$ cat config.mk
export PLATFORM = sky130hd
export DESIGN_NAME = level_control_timing_gate
export DESIGN_NICKNAME = d
export VERILOG_FILES = /design/src/core/level_pkg.sv /design/src/core/level_control_timing_gate.sv /design/src/core/step_timer.sv
export SDC_FILE = /design/constraint.sdc
export NUM_CORES = 1
export LEC_CHECK = 0
export BUFFER_PORTS_ARGS = -buffer_cell sky130_fd_sc_hd__buf_2
export CAP_MARGIN = 20
export CORE_ASPECT_RATIO = 2
export CORE_MARGIN = 2
export CORE_UTILIZATION = 25
export CTS_BUF_LIST = sky130_fd_sc_hd__clkbuf_16
export DETAILED_ROUTE_END_ITERATION = 16
export GPL_TIMING_DRIVEN = 0
export HOLD_SLACK_MARGIN = 0.06
export PLACE_DENSITY = 0.43
export SLEW_MARGIN = 15
export SYNTH_ARGS = -nofsm -noshare
export SYNTH_HDL_FRONTEND = slang
export SYNTH_HIERARCHICAL = 1
export SYNTH_SLANG_ARGS = --single-unit
$ cat constraint.sdc
create_clock -name clk -period 8.38 [get_ports clk]
set_input_delay 0.838 -clock clk [delete_from_list [all_inputs] [get_ports clk]]
set_output_delay 0.838 -clock clk [all_outputs]
set_load 0.005 [all_outputs]
$ cat src/core/level_pkg.sv
// Shared constants and types for the level control timing and noise gate block
package level_pkg;
    localparam int CLK_PERIOD_NS = 100;

    // Register addresses on the 7-bit serial control port
    localparam logic [6:0] ADDR_LOOP_CTRL   = 7'h20;
    localparam logic [6:0] ADDR_LOOP_TARGET = 7'h21;
    localparam logic [6:0] ADDR_LOOP_TIMING = 7'h22;
    localparam logic [6:0] ADDR_NOISE_GATE  = 7'h23;
    localparam logic [6:0] ADDR_MANUAL_GAIN = 7'h2d;

    // Reset values
    localparam logic [8:0] LOOP_CTRL_RST   = 9'h038;
    localparam logic [8:0] LOOP_TARGET_RST = 9'h00b;
    localparam logic [8:0] LOOP_TIMING_RST = 9'h032;
    localparam logic [8:0] NOISE_GATE_RST  = 9'h000;
    localparam logic [8:0] MANUAL_GAIN_RST = 9'h010;

    // Field positions in words that are not carried as structs
    localparam int LOOP_ON_BIT    = 8;
    localparam int TARGET_LSB     = 0;
    localparam int MANUAL_GAIN_LSB = 0;

    // Step times as printed, in microseconds
    localparam int DECAY_N_BASE_US = 500;
    localparam int DECAY_L_BASE_US = 125;
    localparam int ATK_N_BASE_US   = 125;
    localparam int ATK_L_BASE_US   = 31;
    localparam int ATK_N8_US       = 26500;
    localparam int ATK_N9_US       = 53000;
    localparam int ATK_NMAX_US     = 128000;
    localparam int ATK_L8_US       = 7900;
    localparam int ATK_L9_US       = 15870;
    localparam int ATK_LMAX_US     = 31700;

    // Same times as clock counts
    localparam int DECAY_N_BASE_CYC = DECAY_N_BASE_US * 1000 / CLK_PERIOD_NS;
    localparam int DECAY_L_BASE_CYC = DECAY_L_BASE_US * 1000 / CLK_PERIOD_NS;
    localparam int ATK_N_BASE_CYC   = ATK_N_BASE_US * 1000 / CLK_PERIOD_NS;
    localparam int ATK_L_BASE_CYC   = ATK_L_BASE_US * 1000 / CLK_PERIOD_NS;
    localparam int ATK_N8_CYC       = ATK_N8_US * 1000 / CLK_PERIOD_NS;
    localparam int ATK_N9_CYC       = ATK_N9_US * 1000 / CLK_PERIOD_NS;
    localparam int ATK_NMAX_CYC     = ATK_NMAX_US * 1000 / CLK_PERIOD_NS;
    localparam int ATK_L8_CYC       = ATK_L8_US * 1000 / CLK_PERIOD_NS;
    localparam int ATK_L9_CYC       = ATK_L9_US * 1000 / CLK_PERIOD_NS;
    localparam int ATK_LMAX_CYC     = ATK_LMAX_US * 1000 / CLK_PERIOD_NS;

    // Rate codes where the doubling series stops
    localparam logic [3:0] RATE_CODE_8   = 4'h8;
    localparam logic [3:0] RATE_CODE_9   = 4'h9;
    localparam logic [3:0] RATE_CODE_SAT = 4'ha;

    // Levels in 0.75 dB units: target -28.5 dB + 1.5 dB/code, gate -39 dB - 6 dB/code
    localparam logic signed [7:0] TARGET_BASE = -8'sd38;
    localparam logic signed [7:0] GATE_BASE   = -8'sd52;
    localparam logic [5:0] GAIN_MAX = 6'h3f;
    localparam logic [5:0] GAIN_MIN = 6'h00;

    typedef logic [23:0] period_t;

    typedef struct packed {
        logic       limiter_select;
        logic [3:0] gain_release_rate;
        logic [3:0] gain_attack_rate;
    } loop_timing_t;

    typedef struct packed {
        logic [4:0] unused_zero;
        logic       noise_gate_on;
        logic [2:0] noise_gate_level;
    } gate_ctrl_t;

    typedef struct packed {
        logic       wr;
        logic       rd;
        logic [6:0] addr;
        logic [8:0] wdata;
    } reg_req_t;

    typedef enum logic [1:0] {
        LOOP_HOLD   = 2'b00,
        LOOP_ATTACK = 2'b01,
        LOOP_DECAY  = 2'b10
    } loop_state_t;
endpackage : level_pkg

$ cat src/core/level_control_timing_gate.sv
// Level control loop: timing register, noise gate and input gain steering
`timescale 1ns/10ps
`default_nettype none
module level_control_timing_gate #(
    parameter int unsigned DECAY_BASE_CYC = level_pkg::DECAY_N_BASE_CYC,
    parameter int unsigned ATK_N8_CYC     = level_pkg::ATK_N8_CYC,
    // Code nine doubles code eight, so it follows a shortened code eight
    parameter int unsigned ATK_N9_CYC     = 2 * ATK_N8_CYC,
    parameter int unsigned ATK_NMAX_CYC   = level_pkg::ATK_NMAX_CYC,
    parameter int unsigned ATK_L8_CYC     = level_pkg::ATK_L8_CYC,
    parameter int unsigned ATK_L9_CYC     = level_pkg::ATK_L9_CYC,
    parameter int unsigned ATK_LMAX_CYC   = level_pkg::ATK_LMAX_CYC
) (
    input  wire logic                clk,
    input  wire logic                resetn,
    input  wire level_pkg::reg_req_t reg_req,
    input  wire logic signed [7:0]   level_meas,
    output logic [8:0]               reg_rdata,
    output logic [5:0]               pga_gain
);
    import level_pkg::*;

    logic [8:0]   loop_ctrl;
    logic [8:0]   loop_target;
    loop_timing_t level_loop_timing;
    gate_ctrl_t   noise_gate_control;
    logic [8:0]   manual_word;
    logic [5:0]   loop_gain;
    loop_state_t  state;
    loop_state_t  next_state;

    // Register writes; gate upper bits are never stored so they always read zero
    always_ff @(posedge clk) begin
        if (!resetn) begin
            loop_ctrl          <= LOOP_CTRL_RST;
            loop_target        <= LOOP_TARGET_RST;
            level_loop_timing  <= loop_timing_t'(LOOP_TIMING_RST);
            noise_gate_control <= gate_ctrl_t'(NOISE_GATE_RST);
            manual_word        <= MANUAL_GAIN_RST;
        end else if (reg_req.wr) begin
            if (reg_req.addr == ADDR_LOOP_CTRL) begin
                loop_ctrl <= reg_req.wdata;
            end else if (reg_req.addr == ADDR_LOOP_TARGET) begin
                loop_target <= reg_req.wdata;
            end else if (reg_req.addr == ADDR_LOOP_TIMING) begin
                level_loop_timing <= loop_timing_t'(reg_req.wdata);
            end else if (reg_req.addr == ADDR_NOISE_GATE) begin
                noise_gate_control <= gate_ctrl_t'({5'h00, reg_req.wdata[3:0]});
            end else if (reg_req.addr == ADDR_MANUAL_GAIN) begin
                manual_word <= {1'b0, reg_req.wdata[7:0]};
            end
        end
    end

    wire        level_loop_on     = loop_ctrl[LOOP_ON_BIT];
    wire  [3:0] level_target_code = loop_target[TARGET_LSB +: 4];
    wire  [5:0] manual_input_gain = manual_word[MANUAL_GAIN_LSB +: 6];
    wire        limiter_select    = level_loop_timing.limiter_select;
    wire  [3:0] gain_release_rate = level_loop_timing.gain_release_rate;
    wire  [3:0] gain_attack_rate  = level_loop_timing.gain_attack_rate;
    wire        noise_gate_on     = noise_gate_control.noise_gate_on;
    wire  [2:0] noise_gate_level  = noise_gate_control.noise_gate_level;

    // Readback mux; unmapped addresses read zero
    wire  [8:0] next_rdata =
        (reg_req.addr == ADDR_LOOP_CTRL)   ? loop_ctrl :
        (reg_req.addr == ADDR_LOOP_TARGET) ? loop_target :
        (reg_req.addr == ADDR_LOOP_TIMING) ? 9'(level_loop_timing) :
        (reg_req.addr == ADDR_NOISE_GATE)  ? 9'(noise_gate_control) :
        (reg_req.addr == ADDR_MANUAL_GAIN) ? manual_word : 9'h000;

    always_ff @(posedge clk) begin
        if (!resetn) begin
            reg_rdata <= 9'h000;
        end else if (reg_req.rd) begin
            reg_rdata <= next_rdata;
        end
    end

    // Step periods; limiter is the normal decay shifted down by two
    wire  [3:0] release_eff = (gain_release_rate >= RATE_CODE_SAT) ? RATE_CODE_SAT
                                                                   : gain_release_rate;
    wire period_t decay_norm = period_t'(DECAY_BASE_CYC) << release_eff;
    wire period_t decay_lim  = decay_norm >> 2;
    wire period_t atk_norm_dbl = period_t'(ATK_N_BASE_CYC) << gain_attack_rate[2:0];
    wire period_t atk_lim_dbl  = period_t'(ATK_L_BASE_CYC) << gain_attack_rate[2:0];
    // The long attack codes do not follow the doubling series, so they are listed
    wire period_t atk_norm =
        (gain_attack_rate >= RATE_CODE_SAT) ? period_t'(ATK_NMAX_CYC) :
        (gain_attack_rate == RATE_CODE_9)   ? period_t'(ATK_N9_CYC) :
        (gain_attack_rate == RATE_CODE_8)   ? period_t'(ATK_N8_CYC) : atk_norm_dbl;
    wire period_t atk_lim =
        (gain_attack_rate >= RATE_CODE_SAT) ? period_t'(ATK_LMAX_CYC) :
        (gain_attack_rate == RATE_CODE_9)   ? period_t'(ATK_L9_CYC) :
        (gain_attack_rate == RATE_CODE_8)   ? period_t'(ATK_L8_CYC) : atk_lim_dbl;
    wire period_t decay_period  = limiter_select ? decay_lim : decay_norm;
    wire period_t attack_period = limiter_select ? atk_lim : atk_norm;

    // Level comparisons in 0.75 dB units
    wire logic signed [7:0] target_level =
        TARGET_BASE + $signed({3'b000, level_target_code, 1'b0});
    wire logic signed [7:0] gate_level =
        GATE_BASE - $signed({2'b00, noise_gate_level, 3'b000});
    wire too_loud   = level_meas > target_level;
    wire too_quiet  = level_meas < target_level;
    wire gate_shut  = noise_gate_on && (level_meas < gate_level);

    always_comb begin
        next_state = LOOP_HOLD;
        case (1'b1)
            !level_loop_on:          next_state = LOOP_HOLD;
            too_loud:                next_state = LOOP_ATTACK;
            too_quiet && !gate_shut: next_state = LOOP_DECAY;
            default:                 next_state = LOOP_HOLD;
        endcase
    end

    logic attack_tick;
    logic decay_tick;

    step_timer #(.W(24)) attack_timer (
        .clk    (clk),
        .resetn (resetn),
        .run    (state == LOOP_ATTACK && next_state == LOOP_ATTACK),
        .period (attack_period),
        .tick   (attack_tick)
    );

    step_timer #(.W(24)) decay_timer (
        .clk    (clk),
        .resetn (resetn),
        .run    (state == LOOP_DECAY && next_state == LOOP_DECAY),
        .period (decay_period),
        .tick   (decay_tick)
    );

    // While the loop is off its gain follows the manual value, so enabling it starts smoothly
    wire  [5:0] next_loop_gain =
        !level_loop_on ? manual_input_gain :
        (attack_tick && state == LOOP_ATTACK && loop_gain != GAIN_MIN) ? loop_gain - 6'h01 :
        (decay_tick && state == LOOP_DECAY && !gate_shut && loop_gain != GAIN_MAX)
            ? loop_gain + 6'h01 : loop_gain;

    always_ff @(posedge clk) begin
        if (!resetn) begin
            state     <= LOOP_HOLD;
            loop_gain <= MANUAL_GAIN_RST[5:0];
            pga_gain  <= MANUAL_GAIN_RST[5:0];
        end else begin
            state     <= next_state;
            loop_gain <= next_loop_gain;
            pga_gain  <= level_loop_on ? next_loop_gain : manual_input_gain;
        end
    end

    timing_reset_a: assert property (@(posedge clk)
        $past(!resetn) |-> 9'(level_loop_timing) == LOOP_TIMING_RST)
        else $error("timing word not at reset value");
    mode_select_a: assert property (@(posedge clk) disable iff (!resetn)
        limiter_select |-> (decay_period == decay_lim && attack_period == atk_lim
                            && attack_period < atk_norm && decay_period < decay_norm))
        else $error("limiter mode not using faster limiter timings");
    decay_base_a: assert property (@(posedge clk) disable iff (!resetn)
        gain_release_rate == 4'h8 |-> decay_norm == period_t'(DECAY_BASE_CYC) * 256)
        else $error("normal decay period wrong");
    decay_quarter_a: assert property (@(posedge clk) disable iff (!resetn)
        decay_lim * 4 == decay_norm)
        else $error("limiter decay not a quarter of normal");
    decay_sat_a: assert property (@(posedge clk) disable iff (!resetn)
        gain_release_rate >= RATE_CODE_SAT |-> decay_norm == period_t'(DECAY_BASE_CYC) * 1024)
        else $error("decay saturation wrong");
    attack_base_a: assert property (@(posedge clk) disable iff (!resetn)
        gain_attack_rate == 4'h0 |-> atk_norm == period_t'(ATK_N_BASE_CYC)
                                  && atk_lim == period_t'(ATK_L_BASE_CYC))
        else $error("attack base period wrong");
    attack_eight_a: assert property (@(posedge clk) disable iff (!resetn)
        gain_attack_rate == RATE_CODE_8 |-> atk_lim == period_t'(ATK_L8_CYC))
        else $error("attack code eight period wrong");
    attack_sat_a: assert property (@(posedge clk) disable iff (!resetn)
        gain_attack_rate == 4'hf |-> atk_norm == period_t'(ATK_NMAX_CYC))
        else $error("attack saturation wrong");
    gate_read_a: assert property (@(posedge clk) disable iff (!resetn)
        reg_req.rd && reg_req.addr == ADDR_NOISE_GATE |=> reg_rdata[8:4] == 5'h00)
        else $error("gate register upper bits not zero");
    manual_gain_a: assert property (@(posedge clk) disable iff (!resetn)
        !level_loop_on ##1 !level_loop_on |-> pga_gain == $past(manual_input_gain))
        else $error("manual gain not applied while loop off");
    gate_hold_a: assert property (@(posedge clk) disable iff (!resetn)
        level_loop_on && gate_shut && !too_loud ##1 level_loop_on
            |-> loop_gain <= $past(loop_gain))
        else $error("gain raised while noise gate shut");
    attack_step_a: assert property (@(posedge clk) disable iff (!resetn)
        level_loop_on && attack_tick && state == LOOP_ATTACK && loop_gain != GAIN_MIN
            ##1 level_loop_on |-> loop_gain == $past(loop_gain) - 6'h01)
        else $error("attack step did not lower gain");
endmodule : level_control_timing_gate
`default_nettype wire

$ cat src/core/step_timer.sv
// Step period timer, cleared while run is low, that pulses once per elapsed period
`timescale 1ns/10ps
`default_nettype none
module step_timer #(
    parameter int W = 24
) (
    input  wire logic         clk,
    input  wire logic         resetn,
    input  wire logic         run,
    input  wire logic [W-1:0] period,
    output logic              tick
);
    logic [W-1:0] count;
    wire          last = (count >= period - W'(1));

    always_ff @(posedge clk) begin
        if (!resetn || !run) begin
            count <= '0;
            tick  <= 1'b0;
        end else begin
            count <= last ? '0 : count + W'(1);
            tick  <= last;
        end
    end
endmodule : step_timer
`default_nettype wire

==> After elaboration in Yosys (flattened, before gate mapping) <==
Cells that the tools add are included.
{ "word_totals": {"ff_bits": 112, "latch_bits": 0, "n_memories": 0, "rom_bits": 0, "input_bits": 28, "mem_bits_rw": 0, "wordCells": 94, "out_inout_bits": 15} }
{ "op_classes": {"n_mux": 21, "n_reduce_logical": 23, "n_shift": 3, "mul": 0, "bitwise": 4, "n_eq_ne": 12, "n_div": 0, "addsub": 8, "magnitude_cmp": 7} }
{ "op_table": {"columns": ["operator", "count"], "rows": [
  ["24-bit two-way mux", 8],
  ["24-bit by 1-bit adder with 24-bit output (second input constant)", 2],
  ["24-bit greater-or-equal comparator", 2],
  ["24-bit by 1-bit subtractor with 24-bit output (second input constant)", 2],
  ["7-bit by 6-bit equality test with 1-bit output (second input constant)", 5],
  ["9-bit two-way mux", 3],
  ["6-bit two-way mux", 4],
  ["11-bit by 3-bit << shifter with 24-bit output (first input constant)", 1],
  ["13-bit by 4-bit << shifter with 24-bit output (first input constant)", 1],
  ["9-bit by 3-bit << shifter with 24-bit output (first input constant)", 1],
  ["8-bit < comparator", 2],
  ["8-bit two-way mux", 2],
  ["1-bit logical AND", 9],
  ["7-bit by 6-bit adder with 8-bit output (first input constant)", 1],
  ["4-bit equality test (second input constant)", 2],
  ["4-bit greater-or-equal comparator (second input constant)", 2],
  ["8-bit > comparator", 1],
  ["7-bit by 7-bit subtractor with 8-bit output (first input constant)", 1],
  ["6-bit by 1-bit adder with 6-bit output (second input constant)", 1],
  ["2-bit two-way mux", 3],
  ["6-bit inequality test (second input constant)", 1],
  ["6-bit AND reduction", 1],
  ["6-bit nonzero test", 1],
  ["6-bit by 1-bit subtractor with 6-bit output (second input constant)", 1],
  ["11 further kinds", 21]
]} }

==> Logic depth before layout (Yosys ltp) <==
Gate-level depths: netlist of the first run.
{ "logic_depth": {"word_depth": 13, "mapped_depth": 23, "ltp_nobuf": 21} }

==> Hierarchy <==
Netlist of the first run, hierarchy kept.
{ "by_module_without_submodules": {"columns": ["module", "cells_per_inst", "seq_area_each_um2", "area_per_inst_um2", "n_inst"], "rows": [
  ["level_control_timing_gate", 593, 1121.1, 4221.5, 1],
  ["step_timer (decay_timer)", 240, 500.5, 2054.5, 1],
  ["step_timer (attack_timer)", 241, 500.5, 2042.0, 1]
]} }

==> Least setup slack after synthesis of the first run <==
OpenSTA, ideal clock, no wires.
{ "synth_path": {"kind": "flip-flop to flip-flop", "from": "register gain_attack_rate[0] (netlist name)", "to": "register attack_timer.count[10]", "arrival_time_ps": 4620, "period_less_slack_ps": 4712, "stages_incl_launch_ff": 22, "t_required_ps": 8288, "path_buffers": 5, "setup_ps": 92, "setup_slack_ps": 3668, "path_cell_list": "dfxtp_1 clkbuf_1 inv_1 ha_1 or3_1 clkbuf_1 and2_1 clkbuf_1 a21oi_1 a21oi_1 or4_1 clkbuf_1 nand2b_1 or3_1 xor2_1 ha_1 a21oi_1 o21ai_0 a21o_1 a31o_2 clkbuf_1 nor4_1"} }
{ "synth_via": {"elab_chain_cells": 8, "elab_cells_between_ends": 15, "cone_classes": "1 x add/sub; 2 x order compare; 2 x eq/ne; 2 x shift; 7 x mux; 1 x reduce/logical"} }
{ "synth_rtl": {"columns": ["item", "line", "text"], "rows": [
  ["11-bit by 3-bit << shifter with 24-bit output (tied with other cells)", "level_control_timing_gate.sv:85", "wire period_t atk_norm_dbl = period_t'(ATK_N_BASE_CYC) << gain_attack_rate[2:0];"],
  ["24-bit two-way mux, on equally long branches", "level_control_timing_gate.sv:91, level_control_timing_gate.sv:95", null],
  ["24-bit two-way mux, on equally long branches", "level_control_timing_gate.sv:90, level_control_timing_gate.sv:94", null],
  ["24-bit two-way mux, on equally long branches", "level_control_timing_gate.sv:89, level_control_timing_gate.sv:93", null],
  ["24-bit two-way mux *", "level_control_timing_gate.sv:97", "wire period_t attack_period = limiter_select ? atk_lim : atk_norm;"],
  ["via attack_period[6]", "level_control_timing_gate.sv:97", null],
  ["24-bit by 1-bit subtractor with 24-bit output *", "step_timer.sv:14", "wire last = (count >= period - W'(1));"],
  ["24-bit greater-or-equal comparator *", "step_timer.sv:14", null],
  ["2-bit OR reduction (no source line) *", null, null],
  ["end signal, assigned", "step_timer.sv:21", "count <= last ? '0 : count + W'(1);"],
  ["end, declared", "step_timer.sv:13", "logic [W-1:0] count;"]
]} }
Mark *: on every way through the listed nets, which the timed path passes. The rest lies on a longest branch.
A chain may end at the register's enable or synchronous reset.

==> Worst setup path in the final report of the first run <==
{ "layout_path": {"from": "register gain_attack_rate[0] (netlist name)", "to": "register attack_timer.count[3]"} }
{ "layout_via": {"elab_chain_cells": 8, "elab_cells_between_ends": 15, "cone_classes": "1 x add/sub; 2 x order compare; 2 x eq/ne; 2 x shift; 7 x mux; 1 x reduce/logical"} }
{ "layout_rtl": {"columns": ["item", "line"], "rows": [
  ["11-bit by 3-bit << shifter with 24-bit output (tied with other cells)", "level_control_timing_gate.sv:85"],
  ["24-bit two-way mux, on equally long branches", "level_control_timing_gate.sv:91, level_control_timing_gate.sv:95"],
  ["24-bit two-way mux, on equally long branches", "level_control_timing_gate.sv:90, level_control_timing_gate.sv:94"],
  ["24-bit two-way mux, on equally long branches", "level_control_timing_gate.sv:89, level_control_timing_gate.sv:93"],
  ["24-bit two-way mux *", "level_control_timing_gate.sv:97"],
  ["via attack_period[6]", "level_control_timing_gate.sv:97"],
  ["24-bit by 1-bit subtractor with 24-bit output *", "step_timer.sv:14"],
  ["24-bit greater-or-equal comparator *", "step_timer.sv:14"],
  ["2-bit OR reduction (no source line) *", null]
]} }
Marked as above.

==> results.sh, run 1 <==
export IMPL_antenna_found_initial=0
export IMPL_pwr_share_clk_pct=44.1
export IMPL_final_hold_violation_count=0
export IMPL_post_route_period_util_pct=73.2
export IMPL_pwr_share_seq_pct=49.4
export IMPL_grt_max_degree=21
export IMPL_cp_required_ps=8620
export IMPL_rsz0062_at_grt="no"
export IMPL_power_per_cell_area_mw_per_mm2=109
export IMPL_overflow=0
export IMPL_synth_top_area_share_pct=25.5
export IMPL_dr_pass1_iters=5
export IMPL_yosysSeqAreaShare_pct=25.5
export IMPL_clock_path_buffers=2
export IMPL_finalCriticalPeriod_ps=6130
export IMPL_grt_usage_pct=17.0
export IMPL_peakVddDrop_v=0.000101
export IMPL_arrival_ps=6380
export IMPL_crit_type="flip-flop to flip-flop"
export IMPL_drive_above_1_share_pct=8.67
export IMPL_num_fill_cells=3597
export IMPL_hpwlAfterDp_um=23400
export IMPL_syn2layout_area_growth_pct=13.1
export IMPL_yosysWarningCount=6
export IMPL_n_antenna_cell=0
export IMPL_post_dp_cell_area_mm2=0.00911
export IMPL_slew_violations=0
export IMPL_p_int_mw=0.737
export IMPL_seq_area_mm2=0.00212
export IMPL_htree_levels=3
export IMPL_max_freq_mhz=163
export IMPL_synth_seq_cells=106
export IMPL_remaining_drc_errors=0
export IMPL_holdBufCountCts=0
export IMPL_status="finished, final reports clean"
export IMPL_core_mm2=0.0328
export IMPL_cts_buffers=9
export IMPL_post_cts_resized=0
export IMPL_synthCells=1074
export IMPL_drt_iter0_markers=349
export IMPL_dieHeight_um=262
export IMPL_synth_edff_count=0
export IMPL_worst_setup_path_end_kind="flip-flop"
export IMPL_worstMarginPinSlew_ps=788
export IMPL_initial_utilization_pct=25.3
export IMPL_cts_setup_buffers=0
export IMPL_leakagePower_nw=3.32
export IMPL_worstPathMaxFanout=10
export IMPL_routedWlPerCell_um=18.6
export IMPL_synth_ff_type="dfxtp_1"
export IMPL_total_power_mw=1.02
export IMPL_switching_power_mw=0.287
export IMPL_fp_dieW_um=133
export IMPL_grt_pass1_vias=8207
export IMPL_vias_per_cell=5.14
export IMPL_design_area_mm2=0.00940
export IMPL_maxCapViolCount=0
export IMPL_insertion_delay_ps=390
export IMPL_setup_violations_final=0
export IMPL_fin_nets=1242
export IMPL_ys_top_cells_by_area="dfxtp_1, ha_1, xnor2_1, nand2_1, a21oi_1"
export IMPL_p_comb_share_pct=6.5
export IMPL_cts_tree="done"
export IMPL_slew_headroom_pct=46.7
export IMPL_avgSynthCellArea_um2=7.74
export IMPL_crit_path_start_kind="flip-flop"
export IMPL_fin_hold_ws_ps=457
export IMPL_yosysTopAreaCell="dfxtp_1"
export IMPL_die_area_mm2=0.0348
export IMPL_async_reset_ff_share_pct=0
export IMPL_routed_wl_um=29200
export IMPL_cts_root_buffer="clkbuf_16"
export IMPL_ios=43
export IMPL_clkTransAtPathRegs_ps=90
export IMPL_row_count=94
export IMPL_clock_skew_ps=12.6
export IMPL_portBuffers=42
export IMPL_grt_pass1_wl_um=45500
export IMPL_synth_area_mm2=0.00832
export IMPL_gp_congestion=0.937
export IMPL_vias=8094
export IMPL_ant_nets=0
export IMPL_finalSetupTns_ps=0
export IMPL_multiInputGateArea_mm2=0.00583
export IMPL_swShare_pct=28.0
export IMPL_min_path_type="flip-flop to flip-flop"
export IMPL_cts_sinks=106
export IMPL_ys_types=76
[per-layer routing]
| layer | GRT usage, % | share of wire, % | up-vias |
|---|---|---|---|
| li1 | - | - | 4010 |
| met1 | 15.3 | 34 | 3838 |
| met2 | 35.3 | 58 | 174 |
| met3 | 1.85 | 2.1 | 72 |
| met4 | 10.5 | 5.5 | 0 |
| met5 | 0 | 0 | - |
[cell usage in the layout, fill, tap and decap left out, types with 7 or more instances in the layout]
cell type | Yosys | routed
nand4_1 | 20 | 20
nor4_1 | 33 | 33
conb_1 | 1 | 11
or4_1 | 7 | 7
and3_1 | 10 | 10
a21oi_1 | 86 | 86
clkbuf_1 | 39 | 39
o21a_1 | 7 | 7
clkbuf_16 | 0 | 9
xor2_1 | 29 | 29
dfxtp_1 | 106 | 106
nor2_1 | 62 | 62
buf_2 | 5 | 47
a31oi_1 | 8 | 8
mux2i_1 | 16 | 16
nand3_1 | 56 | 56
ha_1 | 77 | 77
inv_1 | 36 | 36
nand2b_1 | 8 | 8
o21ai_0 | 48 | 48
nor3_1 | 63 | 63
nand2_1 | 136 | 136
xnor2_1 | 61 | 61
o211ai_1 | 10 | 10
nor2b_1 | 12 | 12
or3_1 | 8 | 8
[final cells by class]
| type | count | area share, % |
|---|---|---|
| Multi-Input combinational cell | 883 | 62.0 |
| Sequential cell | 106 | 22.6 |
| Tap cell | 432 | 5.75 |
| Buffer | 57 | 2.77 |
| Clock buffer | 9 | 2.39 |
| Timing Repair Buffer | 42 | 2.24 |
| Inverter | 38 | 1.52 |
| Clock inverter | 7 | 0.772 |
[power by group through the flow]
stage                     clock [mW]  sequential (mW)  combinational, mW
after floorplan                    0            0.518             0.0368
after global placement             0            0.518             0.0667
after detailed placement           0            0.518             0.0666
after CTS                      0.466            0.506             0.0671
after global routing           0.480            0.507             0.0734
final                          0.451            0.506             0.0666
[state kept, by name (all words and copies together), names as in the netlist, named ones only]
name and count:
attack_timer/count 24, decay_timer/count 24, loop_ctrl 9, loop_target 9, reg_rdata 9, manual_word 8
gain_attack_rate 4, gain_release_rate 4, noise_gate_level 3, state 2, attack_timer/tick 1, decay_timer/tick 1
limiter_select 1, loop_gain 1, noise_gate_on 1
[logic make-up (layout without fill, tap and decap cells)]
kind of cell             after synthesis  after routing  synth area share, %
flip-flops                           106            106                 25.5
buffers and inverters                 95            153                 4.84
AO/OA/AOI/OAI                        218            218                 16.2
adder cells (fa/ha/maj)               77             77                 11.6
other                                  1             11               0.0451
XOR/XNOR                              90             90                 9.48
multiplexers                          21             21                 2.60
AND/OR/NAND/NOR                      466            466                 29.7
[worst paths after layout]
check / cells after the start / slack (ps) / end / start
worst max-delay path: 22 / 2250 / attack_timer/count[3]$_SDFF_PP0_ / gain_attack_rate[0]$_SDFFE_PN0P_
worst min-delay path: 2 / 460 / loop_ctrl[2]$_SDFFE_PN0P_ / loop_ctrl[2]$_SDFFE_PN0P_
worst max register to register: 22 / 2250 / attack_timer/count[3]$_SDFF_PP0_ / gain_attack_rate[0]$_SDFFE_PN0P_
worst min register to register: 2 / 460 / loop_ctrl[2]$_SDFFE_PN0P_ / loop_ctrl[2]$_SDFFE_PN0P_
[cells in the mapped netlist, types with 29 or more instances]
cell type    n
o21ai_0     48
xor2_1      29
nand3_1     56
a21oi_1     86
inv_1       36
clkbuf_1    39
nand2_1    136
nor3_1      63
nor2_1      62
dfxtp_1    106
ha_1        77
nor4_1      33
xnor2_1     61
[critical path, cell delays in order, from the launching register on]
cell	delay, ps
dfxtp_1	390
clkbuf_1	400
inv_1	160
ha_1	360
or3_1	340
clkbuf_1	250
and2_1	230
clkbuf_1	220
a21oi_1	230
a21oi_1	140
or4_1	530
clkbuf_1	180
nor3_2	220
nand2_1	180
nor4_2	210
xnor2_1	110
ha_1	300
nand4_1	120
a31oi_1	190
a2111oi_0	90
nor2_1	510
clkbuf_1	480
nor4_1	140
[through the flow]
step	worst slack [ps]	util [%]	std cells
global route	1790	28.7	1574
detailed placement	2290	27.8	1558
CTS	2250	28.7	1574
floorplan	3670	-	1084
global placement	2250	27.8	1558
finish	2250	28.7	1574
Note: power is estimated with default switching activity, not from simulation.
==> run 2, diff against run 1 <==
- clock period: 8.38 -> 6 ns (I/O delays scaled with it)
==> results.sh, run 2 (same netlist as run 1, synthesis figures left out) <==
export IMPL_cpMostUsedCell="a21oi_1"
export IMPL_fin_hold_ws_ps=458
export IMPL_critPathBufInv=5
export IMPL_slew_headroom_pct=48.5
export IMPL_ant_nets=0
export IMPL_cp_required_ps=6280
export IMPL_n_antenna_cell=0
export IMPL_r2r_start="gain_attack_rate[0]$_SDFFE_PN0P_"
export IMPL_worstMarginPinSlew_ps=763
export IMPL_hpwlAfterDp_um=23400
export IMPL_maxCapViolCount=0
export IMPL_cts_buffers=9
export IMPL_dieHeight_um=262
export IMPL_final_cell_mix="nand2_1, dfxtp_1, a21oi_1"
export IMPL_final_core_util_pct=28.7
export IMPL_final_hold_violation_count=0
export IMPL_cts_root_buffer="clkbuf_16"
export IMPL_grt_pass1_wl_um=45500
export IMPL_grt_pass1_vias=8210
export IMPL_worstPathMaxFanout=10
export IMPL_total_power_mw=1.43
export IMPL_slew_violations=0
export IMPL_die_area_mm2=0.0348
export IMPL_fin_nets=1241
export IMPL_finalCriticalPeriod_ps=5590
export IMPL_cts_setup_buffers=0
export IMPL_hold_depth=2
export IMPL_setup_worst_path_end="attack_timer/count[3]$_SDFF_PP0_"
export IMPL_gp_congestion=0.937
export IMPL_status="finished, final reports clean"
export IMPL_max_freq_mhz=179
export IMPL_initial_utilization_pct=25.3
export IMPL_cp_cell_sequence="clkbuf_4 -> inv_1 -> ha_1 -> or3_1 -> and2_1 -> clkbuf_1 -> a21oi_1 -> a21oi_1 -> or4_1 -> clkbuf_1 -> and4bb_2 -> nand2_1 -> nor3_2 -> xnor2_1 -> ha_1 -> a21oi_1 -> o21ai_0 -> a21o_1 -> a31o_2 -> clkbuf_2 -> nor4_1"
export IMPL_routedWlPerCell_um=18.6
export IMPL_leakagePower_nw=3.34
export IMPL_final_common_cell="nand2_1"
export IMPL_holdBufCountCts=0
export IMPL_crit_path_start_kind="flip-flop"
export IMPL_cts_sinks=106
export IMPL_fp_dieW_um=133
export IMPL_portBuffers=42
export IMPL_overflow=0
export IMPL_core_mm2=0.0328
export IMPL_crit_type="flip-flop to flip-flop"
export IMPL_arrival_ps=5880
export IMPL_htree_levels=3
export IMPL_peakVddDrop_v=0.000141
export IMPL_seq_area_mm2=0.00212
export IMPL_clkTransAtPathRegs_ps=90
export IMPL_ios=43
export IMPL_rsz0062_at_grt="no"
export IMPL_num_fill_cells=3593
export IMPL_clock_path_buffers=2
export IMPL_grt_max_degree=21
export IMPL_r2r_slack_ps=410
export IMPL_worstSetupPathDepth=21
export IMPL_reg2reg_depth=21
export IMPL_antenna_found_initial=0
export IMPL_crit_family="simple AND/OR/NAND/NOR gates"
export IMPL_critPathSlowestCell="or3_1"
export IMPL_finalSetupTns_ps=0
export IMPL_drive_above_1_share_pct=9.73
export IMPL_post_dp_cell_area_mm2=0.00911
export IMPL_insertion_delay_ps=390
export IMPL_vias=8108
export IMPL_post_cts_resized=4
export IMPL_reg_largest_list="attack_timer/count (24), decay_timer/count (24)"
export IMPL_worst_setup_path_end_kind="flip-flop"
export IMPL_grt_usage_pct=17.0
export IMPL_routed_wl_um=29300
export IMPL_design_area_mm2=0.00943
export IMPL_dr_pass1_iters=5
export IMPL_syn2layout_area_growth_pct=13.4
export IMPL_critPathMaxStageDelay_ps=530
export IMPL_drt_iter0_markers=326
export IMPL_remaining_drc_errors=0
export IMPL_multiInputGateArea_mm2=0.00585
export IMPL_post_route_period_util_pct=93.2
export IMPL_worstReg2RegEnd="attack_timer/count[3]$_SDFF_PP0_"
export IMPL_vias_per_cell=5.15
export IMPL_cts_tree="done"
export IMPL_setup_violations_final=0
export IMPL_crit_start="gain_attack_rate[0]$_SDFFE_PN0P_"
export IMPL_power_per_cell_area_mw_per_mm2=152
export IMPL_row_count=94
export IMPL_min_path_type="flip-flop to flip-flop"
export IMPL_clock_skew_ps=12.7
==> run 2: layout make-up <==
type / instances / share of cell area [%]
inverters: 38 / 1.51
clock inverters: 7 / 0.770
well taps: 432 / 5.73
clock buffers: 9 / 2.39
repair buffers: 42 / 2.23
plain buffers: 56 / 2.83
flip-flops and latches: 106 / 22.5
multi-input cells: 883 / 62.0
==> run 2: per-stage QoR <==
stage	instances	setup slack, ps
2_1_floorplan	1084	1290
3_3_place_gp	1558	-130
3_5_place_dp	1558	-91.6
4_1_cts	1574	24.2
5_1_grt	1573	23.5
6_report	1573	406
==> run 2: worst min-delay path by stage <==
stage / start / end / slack (ps)
floorplan: loop_ctrl[1]$_SDFFE_PN0P_ / loop_ctrl[1]$_SDFFE_PN0P_ / 430
global placement: loop_target[7]$_SDFFE_PN0P_ / loop_target[7]$_SDFFE_PN0P_ / 440
detailed placement: loop_ctrl[2]$_SDFFE_PN0P_ / loop_ctrl[2]$_SDFFE_PN0P_ / 450
CTS: loop_ctrl[2]$_SDFFE_PN0P_ / loop_ctrl[2]$_SDFFE_PN0P_ / 460
global route: loop_target[7]$_SDFFE_PN0P_ / loop_target[7]$_SDFFE_PN0P_ / 490
finish: loop_ctrl[2]$_SDFFE_PN0P_ / loop_ctrl[2]$_SDFFE_PN0P_ / 460
==> run 2: power breakdown <==
group          switching [mW]  total (mW)  internal, mW  leakage [nW]
clock                   0.337       0.631         0.293         0.141
combinational          0.0615      0.0928        0.0313          2.35
sequential            0.00197       0.707         0.705         0.855
==> run 2: worst min-delay path: stages (launching register included) <==
cell,delay [ps]
dfxtp_1,320
nand2_1,50
a21oi_1,50
==> run 2: per-layer routing <==
layer	routed length, µm	part of all wire, %	vias up	GRT usage [%]
met5	0	0	-	0
met1	9980	34	3855	15.2
met4	1600	5.5	0	10.5
met3	595	2.0	73	1.83
li1	-	-	4003	-
met2	17100	58	177	35.4
